[src/rtl/dtc_pkg.sv]
// shared constants and types for the dual timer/counter with external interrupt flags
package dtc_pkg;

  // ----------------------------------------------------------------------
  // special function register addresses
  // ----------------------------------------------------------------------
  localparam logic [7:0] ADDR_CTRL     = 8'h88;  // control and flags
  localparam logic [7:0] ADDR_MODE     = 8'h89;  // gate, source and mode fields
  localparam logic [7:0] ADDR_TL0      = 8'h8A;  // timer 0 low byte
  localparam logic [7:0] ADDR_TL1      = 8'h8B;  // timer 1 low byte
  localparam logic [7:0] ADDR_TH0      = 8'h8C;  // timer 0 high byte
  localparam logic [7:0] ADDR_TH1      = 8'h8D;  // timer 1 high byte

  // ----------------------------------------------------------------------
  // reset values and read answer for unmapped addresses
  // ----------------------------------------------------------------------
  localparam logic [7:0] CTRL_RESET    = 8'h00;
  localparam logic [7:0] MODE_RESET    = 8'h00;
  localparam logic [7:0] COUNT_RESET   = 8'h00;
  localparam logic [7:0] RDATA_IDLE    = 8'h00;

  // ----------------------------------------------------------------------
  // operating modes of the two-bit mode fields
  // ----------------------------------------------------------------------
  localparam logic [1:0] MODE_13BIT    = 2'h0;   // 13-bit counter
  localparam logic [1:0] MODE_16BIT    = 2'h1;   // 16-bit counter
  localparam logic [1:0] MODE_RELOAD   = 2'h2;   // 8-bit with auto-reload
  localparam logic [1:0] MODE_SPLIT    = 2'h3;   // timer 0: two 8-bit, timer 1: inactive

  // low-byte bits used in 13-bit mode
  localparam int         MODE0_LOW_BITS = 5;

  // ----------------------------------------------------------------------
  // prescaler: system clock divided by this for the slow timer tick
  // ----------------------------------------------------------------------
  localparam int         PRESCALE_DIV  = 12;
  localparam logic [3:0] PRESCALE_LAST = 4'(PRESCALE_DIV - 1);

  // control register layout, bit 7 first
  typedef struct packed {
    logic ovf1;  logic run1;  logic ovf0;  logic run0;
    logic xflg1; logic xtyp1; logic xflg0; logic xtyp0;
  } dtc_ctrl_t;

  // mode register layout, bit 7 first
  typedef struct packed {
    logic       gate_en1;
    logic       src1;
    logic [1:0] mode1;
    logic       gate_en0;
    logic       src0;
    logic [1:0] mode0;
  } dtc_mode_t;

  // one counter step result
  typedef struct packed {
    logic       ovf;
    logic [7:0] th;
    logic [7:0] tl;
  } dtc_count_t;

endpackage : dtc_pkg

[src/rtl/dtc_timer_top.sv]
// two counter/timers with shared control register and external interrupt flags
module dtc_timer_top (
  input  wire logic       clk,
  input  wire logic       srst,
  input  wire logic [7:0] sfr_addr,
  input  wire logic       sfr_wr,
  input  wire logic [7:0] sfr_wdata,
  input  wire logic       sfr_rd,
  output logic      [7:0] sfr_rdata_ff,
  input  wire logic       timer0_count_pin,
  input  wire logic       timer1_count_pin,
  input  wire logic       ext_irq0_input,
  input  wire logic       ext_irq1_input,
  input  wire logic       ext_irq0_polarity,
  input  wire logic       ext_irq1_polarity,
  input  wire logic       timer0_clock_select,
  input  wire logic       timer1_clock_select,
  input  wire logic       timer0_vector_ack,
  input  wire logic       timer1_vector_ack,
  input  wire logic       ext_irq0_vector_ack,
  input  wire logic       ext_irq1_vector_ack,
  output logic            timer0_overflow_flag,
  output logic            timer1_overflow_flag,
  output logic            ext_irq0_flag,
  output logic            ext_irq1_flag
);

  // ----------------------------------------------------------------------
  // state
  // ----------------------------------------------------------------------
  dtc_pkg::dtc_ctrl_t ctrl_ff;      // run, type and overflow bits
  dtc_pkg::dtc_ctrl_t nxt_ctrl;
  dtc_pkg::dtc_mode_t mode_ff;      // gate, source and mode fields
  dtc_pkg::dtc_mode_t nxt_mode;
  logic [7:0]         tl0_ff;       // timer 0 low byte
  logic [7:0]         th0_ff;       // timer 0 high byte
  logic [7:0]         tl1_ff;       // timer 1 low byte
  logic [7:0]         th1_ff;       // timer 1 high byte
  logic [7:0]         nxt_tl0;
  logic [7:0]         nxt_th0;
  logic [7:0]         nxt_tl1;
  logic [7:0]         nxt_th1;
  logic [1:0]         pin_prev_ff;  // count pins one cycle ago
  logic [7:0]         nxt_rdata;

  // ----------------------------------------------------------------------
  // derived strobes
  // ----------------------------------------------------------------------
  logic               pre_tick;     // slow tick from the prescaler
  logic [1:0]         ext_active;   // external inputs at active level
  logic [1:0]         ext_flag;     // sticky external flags
  logic [1:0]         ext_in;
  logic [1:0]         ext_pol;
  logic [1:0]         ext_type;
  logic [1:0]         ext_wval;
  logic [1:0]         ext_ack;
  logic               wr_ctrl;
  logic               tick0;
  logic               tick1;
  logic               fall0;
  logic               fall1;
  logic               inc0;         // timer 0 low part advances
  logic               inc0_hi;      // split mode high byte advances
  logic               inc1;         // timer 1 advances
  dtc_pkg::dtc_count_t step0;
  dtc_pkg::dtc_count_t step0_hi;
  dtc_pkg::dtc_count_t step1;
  logic               set_tf0;
  logic               set_tf1;

  // ----------------------------------------------------------------------
  // counter step for one timer in the given mode
  // ----------------------------------------------------------------------
  function automatic dtc_pkg::dtc_count_t dtc_step(
    input logic [1:0] mode,
    input logic [7:0] tl,
    input logic [7:0] th
  );
    logic [12:0] c13;
    logic [15:0] c16;
    dtc_step = '{ovf: 1'b0, th: th, tl: tl};
    c13      = {th, tl[dtc_pkg::MODE0_LOW_BITS-1:0]} + 13'h0001;
    c16      = {th, tl} + 16'h0001;
    case (mode)
      dtc_pkg::MODE_13BIT: begin
        // upper low-byte bits are left as they are
        dtc_step.ovf = &{th, tl[dtc_pkg::MODE0_LOW_BITS-1:0]};
        dtc_step.th  = c13[12:dtc_pkg::MODE0_LOW_BITS];
        dtc_step.tl  = {tl[7:dtc_pkg::MODE0_LOW_BITS], c13[dtc_pkg::MODE0_LOW_BITS-1:0]};
      end
      dtc_pkg::MODE_16BIT: begin
        dtc_step.ovf = &{th, tl};
        dtc_step.th  = c16[15:8];
        dtc_step.tl  = c16[7:0];
      end
      dtc_pkg::MODE_RELOAD: begin
        // high byte is the reload value and never counts
        dtc_step.ovf = &tl;
        dtc_step.tl  = (&tl) ? th : tl + 8'h01;
      end
      default: begin
        // plain 8-bit wrap, used by split mode
        dtc_step.ovf = &tl;
        dtc_step.tl  = tl + 8'h01;
      end
    endcase
  endfunction : dtc_step

  // ----------------------------------------------------------------------
  // slow tick and external interrupt inputs
  // ----------------------------------------------------------------------
  dtc_prescaler u_prescaler (
    .clk     (clk),
    .srst    (srst),
    .tick_ff (pre_tick)
  );

  assign wr_ctrl  = sfr_wr && (sfr_addr == dtc_pkg::ADDR_CTRL);
  assign ext_in   = {ext_irq1_input, ext_irq0_input};
  assign ext_pol  = {ext_irq1_polarity, ext_irq0_polarity};
  assign ext_type = {ctrl_ff.xtyp1, ctrl_ff.xtyp0};
  assign ext_wval = {sfr_wdata[3], sfr_wdata[1]};
  assign ext_ack  = {ext_irq1_vector_ack, ext_irq0_vector_ack};

  // one detector per external input
  for (genvar i = 0; i < 2; i++) begin : g_ext
    dtc_ext_irq u_ext (
      .clk        (clk),
      .srst       (srst),
      .irq_input  (ext_in[i]),
      .polarity   (ext_pol[i]),
      .edge_mode  (ext_type[i]),
      .sw_write   (wr_ctrl),
      .sw_value   (ext_wval[i]),
      .vector_ack (ext_ack[i]),
      .active     (ext_active[i]),
      .flag_ff    (ext_flag[i])
    );
  end

  // ----------------------------------------------------------------------
  // count enables: run, gate, and source select
  // ----------------------------------------------------------------------
  always_comb begin
    tick0   = timer0_clock_select | pre_tick;
    tick1   = timer1_clock_select | pre_tick;
    fall0   = pin_prev_ff[0] & ~timer0_count_pin;
    fall1   = pin_prev_ff[1] & ~timer1_count_pin;
    inc0    = ctrl_ff.run0 && (!mode_ff.gate_en0 || ext_active[0])
              && (mode_ff.src0 ? fall0 : tick0);
    // split mode: high byte of timer 0 borrows timer 1's run bit
    inc0_hi = (mode_ff.mode0 == dtc_pkg::MODE_SPLIT) && ctrl_ff.run1 && tick0;
    inc1    = ctrl_ff.run1 && (!mode_ff.gate_en1 || ext_active[1])
              && (mode_ff.src1 ? fall1 : tick1)
              && (mode_ff.mode1 != dtc_pkg::MODE_SPLIT);
  end

  // ----------------------------------------------------------------------
  // counter next values: software writes win over counting
  // ----------------------------------------------------------------------
  always_comb begin
    step0    = dtc_step(mode_ff.mode0, tl0_ff, th0_ff);
    step0_hi = dtc_step(dtc_pkg::MODE_SPLIT, th0_ff, th0_ff);
    step1    = dtc_step(mode_ff.mode1, tl1_ff, th1_ff);
    nxt_tl0  = inc0 ? step0.tl : tl0_ff;
    nxt_th0  = (mode_ff.mode0 == dtc_pkg::MODE_SPLIT) ? (inc0_hi ? step0_hi.tl : th0_ff)
                                                      : (inc0 ? step0.th : th0_ff);
    nxt_tl1  = inc1 ? step1.tl : tl1_ff;
    nxt_th1  = inc1 ? step1.th : th1_ff;
    if (sfr_wr && (sfr_addr == dtc_pkg::ADDR_TL0)) nxt_tl0 = sfr_wdata;
    if (sfr_wr && (sfr_addr == dtc_pkg::ADDR_TH0)) nxt_th0 = sfr_wdata;
    if (sfr_wr && (sfr_addr == dtc_pkg::ADDR_TL1)) nxt_tl1 = sfr_wdata;
    if (sfr_wr && (sfr_addr == dtc_pkg::ADDR_TH1)) nxt_th1 = sfr_wdata;
  end

  // ----------------------------------------------------------------------
  // control, mode and read data next values
  // ----------------------------------------------------------------------
  always_comb begin
    set_tf0  = inc0 && step0.ovf;
    // in split mode timer 1 keeps running but its flag belongs to timer 0's high byte
    set_tf1  = (mode_ff.mode0 == dtc_pkg::MODE_SPLIT) ? (inc0_hi && step0_hi.ovf)
                                                      : (inc1 && step1.ovf);
    nxt_ctrl = ctrl_ff;
    nxt_mode = mode_ff;
    if (wr_ctrl) begin
      nxt_ctrl = dtc_pkg::dtc_ctrl_t'(sfr_wdata);
    end
    if (sfr_wr && (sfr_addr == dtc_pkg::ADDR_MODE)) begin
      nxt_mode = dtc_pkg::dtc_mode_t'(sfr_wdata);
    end
    // vector clear, then hardware set on top so a same-cycle overflow is kept
    if (!wr_ctrl && timer0_vector_ack) nxt_ctrl.ovf0 = 1'b0;
    if (!wr_ctrl && timer1_vector_ack) nxt_ctrl.ovf1 = 1'b0;
    nxt_ctrl.ovf0 = nxt_ctrl.ovf0 | set_tf0;
    nxt_ctrl.ovf1 = nxt_ctrl.ovf1 | set_tf1;
    // external flags live in the detectors
    nxt_ctrl.xflg0 = 1'b0;
    nxt_ctrl.xflg1 = 1'b0;
    nxt_rdata    = sfr_rdata_ff;
    if (sfr_rd) begin
      case (sfr_addr)
        dtc_pkg::ADDR_CTRL: nxt_rdata = {ctrl_ff.ovf1, ctrl_ff.run1, ctrl_ff.ovf0, ctrl_ff.run0,
                                         ext_flag[1], ctrl_ff.xtyp1, ext_flag[0], ctrl_ff.xtyp0};
        dtc_pkg::ADDR_MODE: nxt_rdata = mode_ff;
        dtc_pkg::ADDR_TL0:  nxt_rdata = tl0_ff;
        dtc_pkg::ADDR_TH0:  nxt_rdata = th0_ff;
        dtc_pkg::ADDR_TL1:  nxt_rdata = tl1_ff;
        dtc_pkg::ADDR_TH1:  nxt_rdata = th1_ff;
        default:            nxt_rdata = dtc_pkg::RDATA_IDLE;
      endcase
    end
  end

  // ----------------------------------------------------------------------
  // registers only
  // ----------------------------------------------------------------------
  always_ff @(posedge clk) begin
    if (srst) begin
      ctrl_ff      <= dtc_pkg::dtc_ctrl_t'(dtc_pkg::CTRL_RESET);
      mode_ff      <= dtc_pkg::dtc_mode_t'(dtc_pkg::MODE_RESET);
      tl0_ff       <= dtc_pkg::COUNT_RESET;
      th0_ff       <= dtc_pkg::COUNT_RESET;
      tl1_ff       <= dtc_pkg::COUNT_RESET;
      th1_ff       <= dtc_pkg::COUNT_RESET;
      pin_prev_ff  <= '0;
      sfr_rdata_ff <= dtc_pkg::RDATA_IDLE;
    end else begin
      ctrl_ff      <= nxt_ctrl;
      mode_ff      <= nxt_mode;
      tl0_ff       <= nxt_tl0;
      th0_ff       <= nxt_th0;
      tl1_ff       <= nxt_tl1;
      th1_ff       <= nxt_th1;
      pin_prev_ff  <= {timer1_count_pin, timer0_count_pin};
      sfr_rdata_ff <= nxt_rdata;
    end
  end

  // flags straight from flip-flops
  assign timer0_overflow_flag = ctrl_ff.ovf0;
  assign timer1_overflow_flag = ctrl_ff.ovf1;
  assign ext_irq0_flag        = ext_flag[0];
  assign ext_irq1_flag        = ext_flag[1];

  // ----------------------------------------------------------------------
  // checks
  // ----------------------------------------------------------------------
  logic wr_tl0;
  logic wr_tl1;
  assign wr_tl0 = sfr_wr && (sfr_addr == dtc_pkg::ADDR_TL0);
  assign wr_tl1 = sfr_wr && (sfr_addr == dtc_pkg::ADDR_TL1);

  property p_tf0_set;
    @(posedge clk) disable iff (srst) (inc0 && step0.ovf) |=> ctrl_ff.ovf0;
  endproperty
  a_tf0_set: assert property (p_tf0_set)
    else $error("timer 0 overflow lost");

  property p_tf1_set;
    @(posedge clk) disable iff (srst)
      (mode_ff.mode0 != dtc_pkg::MODE_SPLIT && inc1 && step1.ovf) |=> ctrl_ff.ovf1;
  endproperty
  a_tf1_set: assert property (p_tf1_set)
    else $error("timer 1 overflow lost");

  property p_tmr0_stopped;
    @(posedge clk) disable iff (srst)
      (!ctrl_ff.run0 && !wr_tl0) |=> (tl0_ff == $past(tl0_ff));
  endproperty
  a_tmr0_stopped: assert property (p_tmr0_stopped)
    else $error("timer 0 moved while stopped");

  property p_tmr1_stopped;
    @(posedge clk) disable iff (srst)
      (!ctrl_ff.run1 && !wr_tl1) |=> $stable(tl1_ff);
  endproperty
  a_tmr1_stopped: assert property (p_tmr1_stopped)
    else $error("timer 1 moved while stopped");

  property p_tmr0_gated;
    @(posedge clk) disable iff (srst)
      (mode_ff.gate_en0 && !ext_active[0] && !wr_tl0) |=> $stable(tl0_ff);
  endproperty
  a_tmr0_gated: assert property (p_tmr0_gated)
    else $error("timer 0 counted with gate closed");

  property p_tmr0_pin;
    @(posedge clk) disable iff (srst)
      (mode_ff.src0 && !fall0 && !wr_tl0) |=> $stable(tl0_ff);
  endproperty
  a_tmr0_pin: assert property (p_tmr0_pin)
    else $error("timer 0 counted without pin fall");

  property p_tmr1_inactive;
    @(posedge clk) disable iff (srst)
      (mode_ff.mode1 == dtc_pkg::MODE_SPLIT && !wr_tl1) [*2] |-> $stable(tl1_ff);
  endproperty
  a_tmr1_inactive: assert property (p_tmr1_inactive)
    else $error("timer 1 counted while inactive");

  property p_tmr0_reload;
    @(posedge clk) disable iff (srst)
      (mode_ff.mode0 == dtc_pkg::MODE_RELOAD && inc0 && (&tl0_ff) && !wr_tl0)
        |=> (tl0_ff == $past(th0_ff)) && ctrl_ff.ovf0;
  endproperty
  a_tmr0_reload: assert property (p_tmr0_reload)
    else $error("timer 0 reload wrong");

  c_tmr0_ovf:    cover property (@(posedge clk) disable iff (srst) $rose(ctrl_ff.ovf0));
  c_tmr0_split:  cover property (@(posedge clk) disable iff (srst) inc0_hi && step0_hi.ovf);
  c_tmr1_reload: cover property (@(posedge clk) disable iff (srst)
    mode_ff.mode1 == dtc_pkg::MODE_RELOAD && inc1 && step1.ovf);

endmodule : dtc_timer_top

[src/rtl/dtc_prescaler.sv]
// divider that makes the slow timer tick as a one-cycle enable
module dtc_prescaler (
  input  wire logic clk,
  input  wire logic srst,
  output logic      tick_ff
);

  logic [3:0] cnt_ff;       // cycle counter
  logic [3:0] nxt_cnt;
  logic       nxt_tick;

  // ----------------------------------------------------------------------
  // next state: wrap at the last count and pulse once per period
  // ----------------------------------------------------------------------
  always_comb begin
    nxt_tick = (cnt_ff == dtc_pkg::PRESCALE_LAST);
    nxt_cnt  = nxt_tick ? '0 : cnt_ff + 4'h1;
  end

  // registers only
  always_ff @(posedge clk) begin
    if (srst) begin
      cnt_ff  <= '0;
      tick_ff <= 1'b0;
    end else begin
      cnt_ff  <= nxt_cnt;
      tick_ff <= nxt_tick;
    end
  end

endmodule : dtc_prescaler

[src/rtl/dtc_ext_irq.sv]
// one external interrupt input: polarity, edge or level detect, sticky flag
module dtc_ext_irq (
  input  wire logic clk,
  input  wire logic srst,
  input  wire logic irq_input,    // pin level
  input  wire logic polarity,     // 1: active high, 0: active low
  input  wire logic edge_mode,    // 1: edge, 0: level
  input  wire logic sw_write,     // control register written this cycle
  input  wire logic sw_value,     // value written to the flag
  input  wire logic vector_ack,   // cpu vectors to this routine
  output logic      active,       // input at its active level
  output logic      flag_ff       // sticky request flag
);

  logic prev_active_ff;           // active level one cycle ago
  logic set_evt;
  logic nxt_flag;

  assign active = (irq_input == polarity);

  // ----------------------------------------------------------------------
  // next state: hardware set wins over software write and vector clear
  // ----------------------------------------------------------------------
  always_comb begin
    set_evt  = edge_mode ? (active & ~prev_active_ff) : active;
    nxt_flag = set_evt | (sw_write ? sw_value
                                   : ((vector_ack & edge_mode) ? 1'b0 : flag_ff));
  end

  // registers only
  always_ff @(posedge clk) begin
    if (srst) begin
      prev_active_ff <= 1'b0;
      flag_ff        <= 1'b0;
    end else begin
      prev_active_ff <= active;
      flag_ff        <= nxt_flag;
    end
  end

  // ----------------------------------------------------------------------
  // checks
  // ----------------------------------------------------------------------
  property p_edge_sets;
    @(posedge clk) disable iff (srst)
      (edge_mode && active && !prev_active_ff) |=> flag_ff;
  endproperty
  a_edge_sets: assert property (p_edge_sets)
    else $error("edge detect did not raise flag");

  property p_level_holds;
    @(posedge clk) disable iff (srst)
      (!edge_mode && active) |=> flag_ff;
  endproperty
  a_level_holds: assert property (p_level_holds)
    else $error("active level did not keep flag set");

  c_edge_ack: cover property (@(posedge clk) disable iff (srst)
    flag_ff && edge_mode && vector_ack ##1 !flag_ff);

endmodule : dtc_ext_irq

[config.mk]
export PLATFORM = sky130hd
export DESIGN_NAME = dtc_timer_top
export DESIGN_NICKNAME = d
export VERILOG_FILES = /design/src/rtl/dtc_pkg.sv /design/src/rtl/dtc_timer_top.sv /design/src/rtl/dtc_prescaler.sv /design/src/rtl/dtc_ext_irq.sv
export SDC_FILE = /design/constraint.sdc
export NUM_CORES = 1
export LEC_CHECK = 0
export BUFFER_PORTS_ARGS = -buffer_cell sky130_fd_sc_hd__buf_2
export CELL_PAD_IN_SITES_DETAIL_PLACEMENT = 1
export CELL_PAD_IN_SITES_GLOBAL_PLACEMENT = 2
export CORE_MARGIN = 10
export CORE_UTILIZATION = 37
export CTS_CLUSTER_SIZE = 28
export DETAILED_ROUTE_END_ITERATION = 16
export PLACE_DENSITY = 0.82
export SETUP_SLACK_MARGIN = 0.4
export SYNTH_ARGS = -nofsm -noshare
export SYNTH_HDL_FRONTEND = slang
export SYNTH_SLANG_ARGS = --single-unit
[constraint.sdc]
create_clock -name clk -period 3.95 [get_ports clk]
set_input_delay 0.1975 -clock clk [delete_from_list [all_inputs] [get_ports clk]]
set_output_delay 0.1975 -clock clk [all_outputs]
set_load 0.01 [all_outputs]
== Word level (Yosys, flattened, before mapping) ==
Index checks and enable logic that the tools add are counted.

* Logic and storage cells: 144
* Bits of input ports: 32
* Output and inout bits: 12
* Register bits: 67

* Eq/ne operators: 18
* Reductions and logical operators: 43
* Bitwise logic cells: 16
* Add/subtract/negate cells: 8
* Muxes and demuxes: 31

{| class="wikitable"
|+ Operators by type and width
! cell !! count
|-
| two-way mux 8 bit || 13
|-
| == test 8 bit, second input constant || 6
|-
| one-hot mux 8 bit (3 select lines) || 2
|-
| one-hot mux 8 bit (6 select lines) || 1
|-
| adder 16 x 1 -> 16 bit, second input constant || 2
|-
| one-hot mux 8 bit (2 select lines) || 2
|-
| AND reduction 16 bit || 2
|-
| adder 13 x 1 -> 13 bit, second input constant || 2
|-
| AND reduction 13 bit || 2
|-
| adder 8 x 1 -> 8 bit, second input constant || 3
|-
| AND reduction 8 bit || 3
|-
| logical AND 1 bit || 18
|-
| two-way mux 1 bit || 11
|-
| AND 1 bit || 6
|-
| == test 2 bit, second input constant || 3
|-
| inequality test 2 bit, second input constant || 3
|-
| OR 1 bit || 6
|-
| AND reduction 2 bit || 3
|-
| nonzero test 2 bit || 3
|-
| nonzero test 3 bit || 2
|-
| adder 4 x 1 -> 4 bit, second input constant || 1
|-
| == test 2 x 1 -> 1 bit, second input constant || 2
|-
| == test 4 bit, second input constant || 1
|-
| logical NOT 2 bit || 2
|-
| other kinds (9) || 17
|}

== Longest topological paths before layout ==
Gate-level depths: netlist (run 1).

* Word-level depth: 8
* Gate-level depth with buffers: 9
* Depth with buffers taken out: 8

== Modules after synthesis ==
A second synthesis (run 1) with hierarchy kept.

* Cells, all modules: 498
* Area total of the unflattened synthesis: 4,030.1 µm²

{| class="wikitable"
|+ By module, submodules not included
! module !! area each (µm²) !! sequential area each (µm²) !! cells an instance !! instances
|-
| dtc_timer_top || 3,648.5 || 1,121.1 || 460 || 1
|-
| dtc_prescaler || 198.9 || 100.1 || 18 || 1
|-
| dtc_ext_irq || 91.3 || 40.0 || 10 || 2
|}

== Worst setup path before layout (run 1) ==
No wires, ideal clock.

* Path kind: register -> register
* Start point: reg tl0_ff[0]
* End point: reg tl0_ff[3]
* Setup time: 0.132 ns
* Slack: 1.849 ns
* Buffers on the path: 0
* Clock period less this slack: 2.101 ns
* Data required time: 3.818 ns
* Cell stages (with the launch flop): 8
* Arrival: 1.969 ns
* Cell sequence: dfxtp_1 ha_1 nand4_4 or2_1 a2111o_1 a221o_2 o211ai_1 a21oi_1

* Cells in the longest elaborated chain, start to end: 5
* Elaborated cells on any way between the ends: 8
* Classes of those cells: 3 x add/sub; 4 x mux; 1 x reduce/logical

{| class="wikitable"
|+ RTL lines
! item !! line !! source
|-
| from (decl) || dtc_timer_top.sv:35 || <nowiki>logic [7:0] tl0_ff;</nowiki>
|-
| from (signal assigned) || dtc_timer_top.sv:222 || <nowiki>tl0_ff <= dtc_pkg::COUNT_RESET;</nowiki>
|-
| from (signal assigned) || dtc_timer_top.sv:231 || <nowiki>tl0_ff <= nxt_tl0;</nowiki>
|-
| adder 8 x 1 -> 8 bit / AND reduction 8 bit (equally long branches) || dtc_timer_top.sv:99, dtc_timer_top.sv:104 ||
|-
| two-way mux 8 bit || dtc_timer_top.sv:99 || <nowiki>dtc_step.tl = (&tl) ? th : tl + 8'h01;</nowiki>
|-
| one-hot mux 8 bit (3 select lines) (*) || dtc_timer_top.sv:84 || <nowiki>case (mode)</nowiki>
|-
| two-way mux 8 bit (*) || dtc_timer_top.sv:165 || <nowiki>nxt_tl0 = inc0 ? step0.tl : tl0_ff;</nowiki>
|-
| two-way mux 8 bit (*) || dtc_timer_top.sv:170 || <nowiki>if (sfr_wr && (sfr_addr == dtc_pkg::ADDR_TL0)) nxt_tl0 = sfr_wdata;</nowiki>
|}

Mark *: on every way between the ends. The rest lies on a longest branch, timed or not. The select of a mux whose other input is x is not followed.
A chain may end at the register's enable or synchronous reset.

== Final worst setup path (run 1) ==
* Start point: reg mode_ff[0] in the netlist's numbering
* End point: reg th0_ff[7]

* Cells in the longest elaborated chain, start to end: 5
* Elaborated cells on any way between the ends: 13
* Classes of those cells: 3 x eq/ne; 4 x mux; 6 x reduce/logical

{| class="wikitable"
|+ RTL lines
! item !! line !! source
|-
| from (decl) || dtc_timer_top.sv:33 || <nowiki>dtc_pkg::dtc_mode_t mode_ff;</nowiki>
|-
| from (signal assigned) || dtc_timer_top.sv:221 || <nowiki>mode_ff <= dtc_pkg::dtc_mode_t'(dtc_pkg::MODE_RESET);</nowiki>
|-
| from (signal assigned) || dtc_timer_top.sv:230 || <nowiki>mode_ff <= nxt_mode;</nowiki>
|-
| == test 2 x 1 -> 1 bit (tied with other cells) || dtc_timer_top.sv:84 ||
|-
| one-hot mux 8 bit (2 select lines) / logical AND 1 bit (equally long branches) || dtc_timer_top.sv:84, dtc_timer_top.sv:152 ||
|-
| two-way mux 8 bit / logical AND 1 bit (equally long branches) || dtc_timer_top.sv:167, dtc_timer_top.sv:152 ||
|-
| two-way mux 8 bit / inequality test 3 x 2 -> 1 bit (equally long branches) || - ||
|-
| two-way mux 8 bit / AND reduction 3 bit (equally long branches) || - ||
|-
| to (signal assigned) || dtc_timer_top.sv:223 || <nowiki>th0_ff <= dtc_pkg::COUNT_RESET;</nowiki>
|-
| to (signal assigned) || dtc_timer_top.sv:232 || <nowiki>th0_ff <= nxt_th0;</nowiki>
|-
| to (decl) || dtc_timer_top.sv:36 || <nowiki>logic [7:0] th0_ff;</nowiki>
|}

Several ways; a longest one is shown, not always the timed one. The select of a mux whose other input is x is not followed.

==> results.ini, run 1 <==
[run_status]
status = completed

[floorplanning]
die_area_um2 = 15090
placementRows = 37
ioPinCount = 44
initial_utilization = 0.3791
core_area_um2 = 10320
die_w_um = 122.9
die_h_um = 122.9

[synthesis]
yosysWarnings = 0
synth_edf_count = 0
syn_area_um2 = 3914
async_flop_share = 0
netlist.area_leader.share = 0.3325
synth.net_count = 540
synthTopCellsByCount = 65 x dfxtp_1, 62 x nor2_1, 57 x nand2_1, 28 x a21oi_1, 22 x clkbuf_1
synth_top_area_cell = dfxtp_1
ys_seq_area_frac = 0.3325
yosys-top-cells-area = dfxtp_1 33%, nor2_1 5.9%, nand2_1 5.5%
synth_seq_cells = 65
syn_inst = 499
yosysMostFrequentCell = dfxtp_1
synth_cell_types = 63
ys.flop_type = dfxtp_1
syn_avg_cell_area_um2 = 7.843

[route]
wl_per_cell_um = 20.77
num_vias = 3970
drc_errors = 0
firstDrtPassIters = 6
routed_wl_mm = 13.79
drt_iter0_drc = 344
antenna_left = 0
vias_per_cell = 5.979

[sta]
max-slew-margin-rel = 0.4602
hold_viol = 0
fin_crit_sh = 0.6200
report.final.setup_viol = 0
skew_ns = 0.01170
rsz0062_at_grt = false
hold_ws_ns = 0.07578
fmax_mhz = 408.3
min_period_ns = 2.449
tns_ns = 0
slew_violations = 0
tightest_slew_ns = 0.8035
setup_ws_ns = 1.501

[clock_tree]
cts_root_buf = clkbuf_8
cts_tree = done
htree_levels = 3
cts_setup_buffers = 0
clock_path_buffers = 2
clk_pin_slew_ns = 0.08
cts_sinks = 65
ctsResizeCount = 0
holdBufCountCts = 0
clk-insertion-delay-late_ns = 0.35
numCtsBuffers = 9

[cells_and_area]
finalNetCount = 564
stdcell_count = 664
final_area_um2 = 4434
layout-drive-gt1-share = 0.1402
area_delta_synth_final_pct = 13.30
diodes = 0
utilization = 0.4295

[worst_setup_path]
end_kind = flop
crit_type = flop to flop
start_kind = flop
worstPathCellList = ha_1, inv_1, nor3_1, a41oi_2, nor4_1, nand3b_1, a311oi_1
crit_required_ns = 4.21
crit_slowest_cell = dfxtp_1
critPathMaxStageDelay_ns = 0.46
critPathMaxFanout = 8
arrival_ns = 2.71

[grt]
antenna_found_initial = 0
grt_max_degree = 55
grt_pass1_vias = 3894
track_usage = 0.1835
overflow = 0
grt_pass1_wl_mm = 21.69

[power]
power_mw = 1.499
p_leak_nw = 1.536
peakVddDrop_uv = 160.8
power.density_nw_per_um2 = 338.1

[flow_run]
drv_cap = 0

[place]
gp_congestion = 0.8738
postPlaceCellArea_um2 = 4182
place_ws_ns = 1.573
port_buffers = 43
dp_cells = 648
dp_hpwl_mm = 10.11

[min_path]
hold_path_class = input port to flop

## routing by layer
layer  routed length [um]  GRT usage
met1                 6963     0.2653
met2                 5927     0.2741
met3                  784    0.02847
met4                  116    0.05228
met5                    0          0
## cells in the final DEF, fill, tap and decap left out, types with 3 or more instances in the layout
| cell type | count |
|---|---|
| a211oi_1 | 15 |
| a21oi_1 | 28 |
| a221o_1 | 3 |
| a221oi_1 | 8 |
| a222oi_1 | 8 |
| a311oi_1 | 14 |
| a31oi_1 | 4 |
| and2_1 | 4 |
| and3_1 | 9 |
| buf_2 | 43 |
| bufinv_16 | 3 |
| clkbuf_8 | 10 |
| dfxtp_1 | 65 |
| ha_1 | 9 |
| inv_1 | 16 |
| mux2i_1 | 9 |
| nand2_1 | 57 |
| nand2b_1 | 4 |
| nand3_1 | 20 |
| nand3b_1 | 4 |
| nand4_1 | 9 |
| nor2_1 | 62 |
| nor2b_1 | 4 |
| nor3_1 | 19 |
| nor3b_1 | 3 |
| nor4_1 | 4 |
| o2111ai_1 | 6 |
| o211ai_1 | 11 |
| o21ai_0 | 16 |
| xnor2_1 | 10 |
| xor2_1 | 10 |
## critical path: cells and delay by family, from the launching register on
| family | cells | cell delay (ns) |
|---|---|---|
| flops | 1 | 0.46 |
| fa+ha+maj | 1 | 0.40 |
| compound gates | 2 | 0.42 |
| simple gates | 3 | 0.94 |
| buf+inv | 1 | 0.14 |
## sequential cells by signal (all words and copies together), names as in the netlist, 2 cells and up
| name | flops |
|---|---|
| g_ext.u_ext.prev_active_ff | 2 |
| th1_ff | 8 |
| th0_ff | 8 |
| mode_ff | 8 |
| sfr_rdata_ff | 8 |
| u_prescaler.cnt_ff | 4 |
| g_ext.u_ext.flag_ff | 2 |
| ctrl_ff | 4 |
| tl0_ff | 8 |
| tl1_ff | 8 |
| pin_prev_ff | 2 |
## logic make-up after synthesis
logic type	after synthesis	synth area share
mux	9	0.02302
xor+xnor	20	0.04475
buf+inv	47	0.04732
fa+ha+maj	9	0.02877
simple gates	216	0.2733
flops	65	0.3325
compound gates	133	0.2503
## area by class of cell
class	count	area, um^2
clock buffer	10	137.6
clock inverter	6	115.1
fill	1279	5889
inverter	16	60.06
multi-input combinational	387	2427
sequential	65	1301
tap	136	170.2
timing repair buffer	44	222.7
## power by group
group | internal, mW | total [mW] | switching (mW)
registers | 0.668 | 0.679 | 0.0112
logic | 0.0332 | 0.0929 | 0.0597
clock network | 0.439 | 0.727 | 0.289
total | 1.14 | 1.50 | 0.359
## path summary, 6_finish.rpt
check	start	to	slack (ns)	cells after the start
setup reg to reg	mode_ff[0]	th0_ff[7]	1.50	7
hold / removal	timer0_count_pin	pin_prev_ff[0]	0.08	2
hold reg to reg	u_prescaler.cnt_ff[0]	u_prescaler.cnt_ff[0]	0.46	1
setup / recovery	mode_ff[0]	th0_ff[7]	1.50	7
Note: power is estimated with default switching activity, not from simulation.
==> run 2: changes to the inputs <==
Settings changed: CORE_UTILIZATION 37 to 35, PLACE_DENSITY 0.82 to 0.78.
Clock period 3.95 ns to 2.5 ns, I/O delays scaled along.
==> run 2 against run 1 <==
Maximum frequency is 19% higher. Clock skew decreased by 0.0025 ns. Combinational power increased by 64%. Global-route usage is 0.49 points lower. Count of clock-buffer cells in the layout did not move. Largest power group is now sequential cells.
==> results.ini, run 2 (synthesized netlist as in run 1, its figures left out) <==
[run_status]
status = completed

[grt]
grt_use_met3 = 0.03062
grt_max_degree = 33
track_usage = 0.1786
overflow = 0
grt_pass1_wl_mm = 23.07
grt_use_met1 = 0.2547
use_met2 = 0.2695
antenna_found_initial = 0
grt_pass1_vias = 4104
top_usage_layer = met2

[clock_tree]
numCtsBuffers = 9
clk_pin_slew_ns = 0.08
clk-insertion-delay-late_ns = 0.36
cts_sinks = 65
cts_root_buf = clkbuf_8
htree_levels = 3
cts_tree = done
clock_path_buffers = 2

[route]
routed_wl_mm = 14.65
antenna_left = 0
vias_per_cell = 5.862
firstDrtPassIters = 5
num_vias = 4045
wl_per_cell_um = 21.24
drc_errors = 0
drt_iter0_drc = 483

[worst_setup_path]
critPathMaxFanout = 5
r2r_setup_slack_ns = 0.44
reg2reg_depth = 6
crit_end = th1_ff[3]
crit_type = flop to flop
arrival_ns = 2.32
setup.worst_path.start = mode_ff[6]
start_kind = flop
r2r-start = mode_ff[6]
crit_required_ns = 2.76
reg2reg_to = th1_ff[3]
end_kind = flop

[cells_and_area]
finalNetCount = 586
diodes = 0
final_cell_mix = 61 x nor2_1, 57 x nand2_1, 55 x dfxtp_1
utilization = 0.4315
final_area_um2 = 4698
stdcell_count = 690
layout-drive-gt1-share = 0.2182
area_delta_synth_final_pct = 20.04
layout_commonest_cell = nor2_1

[power]
p_leak_nw = 1.667
peakVddDrop_uv = 262.6
power.density_nw_per_um2 = 475.5

[sta]
fin_crit_sh = 0.8258
slew_violations = 0
tightest_slew_ns = 0.6871
min_period_ns = 2.064
report.final.setup_viol = 0
hold_viol = 0
skew_ns = 0.009246
tns_ns = 0
fmax_mhz = 484.4
max-slew-margin-rel = 0.5420
rsz0062_at_grt = true

[place]
dp_cells = 660
port_buffers = 43
gp_congestion = 0.8235
dp_hpwl_mm = 10.65
postPlaceCellArea_um2 = 4249

[floorplanning]
core_area_um2 = 10890
ioPinCount = 44
die_h_um = 125.7
die_w_um = 125.7
placementRows = 38
die_area_um2 = 15810
initial_utilization = 0.3595

[flow_run]
drv_cap = 0

[min_path]
hold_path_class = input port to flop

==> run 2: cell types whose count changed in the layout (fill, tap and decap cells not counted), sizes merged <==
cell / change
buf: +21
dlygate4sd3: +1
clkinv: +1
bufinv: -1
==> run 2: worst min-delay path by stage <==
stage / slack, ns / endpoint / start / depth (start not counted)
2_1_floorplan: 0.25 / pin_prev_ff[0] / timer0_count_pin / 1
6_report: 0.007 / pin_prev_ff[0] / timer0_count_pin / 2
4_1_cts: 0.009 / pin_prev_ff[0] / timer0_count_pin / 2
3_5_place_dp: 0.36 / pin_prev_ff[1] / timer1_count_pin / 2
3_3_place_gp: 0.35 / pin_prev_ff[0] / timer0_count_pin / 2
5_1_grt: 0.04 / pin_prev_ff[0] / timer0_count_pin / 2
==> run 2: worst max-delay path: stages (launching register included) <==
cell      delay, ns
dfxtp_1        0.34
o21bai_1       0.16
a221o_2        0.46
nor2_4         0.18
o211ai_2       0.15
or3_1          0.39
a311oi_1       0.28
==> run 2: per-layer routing <==
layer  vias up  part of all wire
met3        14             0.057
met1      1981              0.49
met4         0            0.0091
li1       1950                 -
met2       100              0.45
met5         -                 0
==> run 2: power by group <==
part | internal, mW | switching (mW) | total [mW]
clock | 0.557 | 0.455 | 1.01
sequential | 1.05 | 0.0173 | 1.07
combinational | 0.0558 | 0.0965 | 0.152
total | 1.67 | 0.568 | 2.23
==> run 2: timing repair <==
item                                   4_1_cts  5_1_grt
cloned                                       0        0
pin swaps                                    4       12
setup endpoints to repair                   15       21
resized for setup                           15       20
hold buffers                                 1        0
setup buffers                                2       11
endpoints found under the hold margin        1        0
==> run 2: cell type report <==
class | instances | area, um^2
multi-input cells | 387 | 2544
clock buffers | 10 | 127.6
clock inverters | 6 | 82.58
flip-flops and latches | 65 | 1319
fillers | 1341 | 6190
well taps | 140 | 175.2
inverters | 16 | 60.06
repair buffers | 66 | 390.4
==> run 2: through the flow <==
stage	hold slack [ns]	setup slack (ns)	total power [mW]
2_1_floorplan	0.2532	0.4219	1.161
3_3_place_gp	0.3516	0.2731	1.242
3_5_place_dp	0.3627	0.2128	1.249
4_1_cts	0.009199	0.3944	2.257
5_1_grt	0.04244	0.3459	2.323
6_report	0.006790	0.4355	2.234
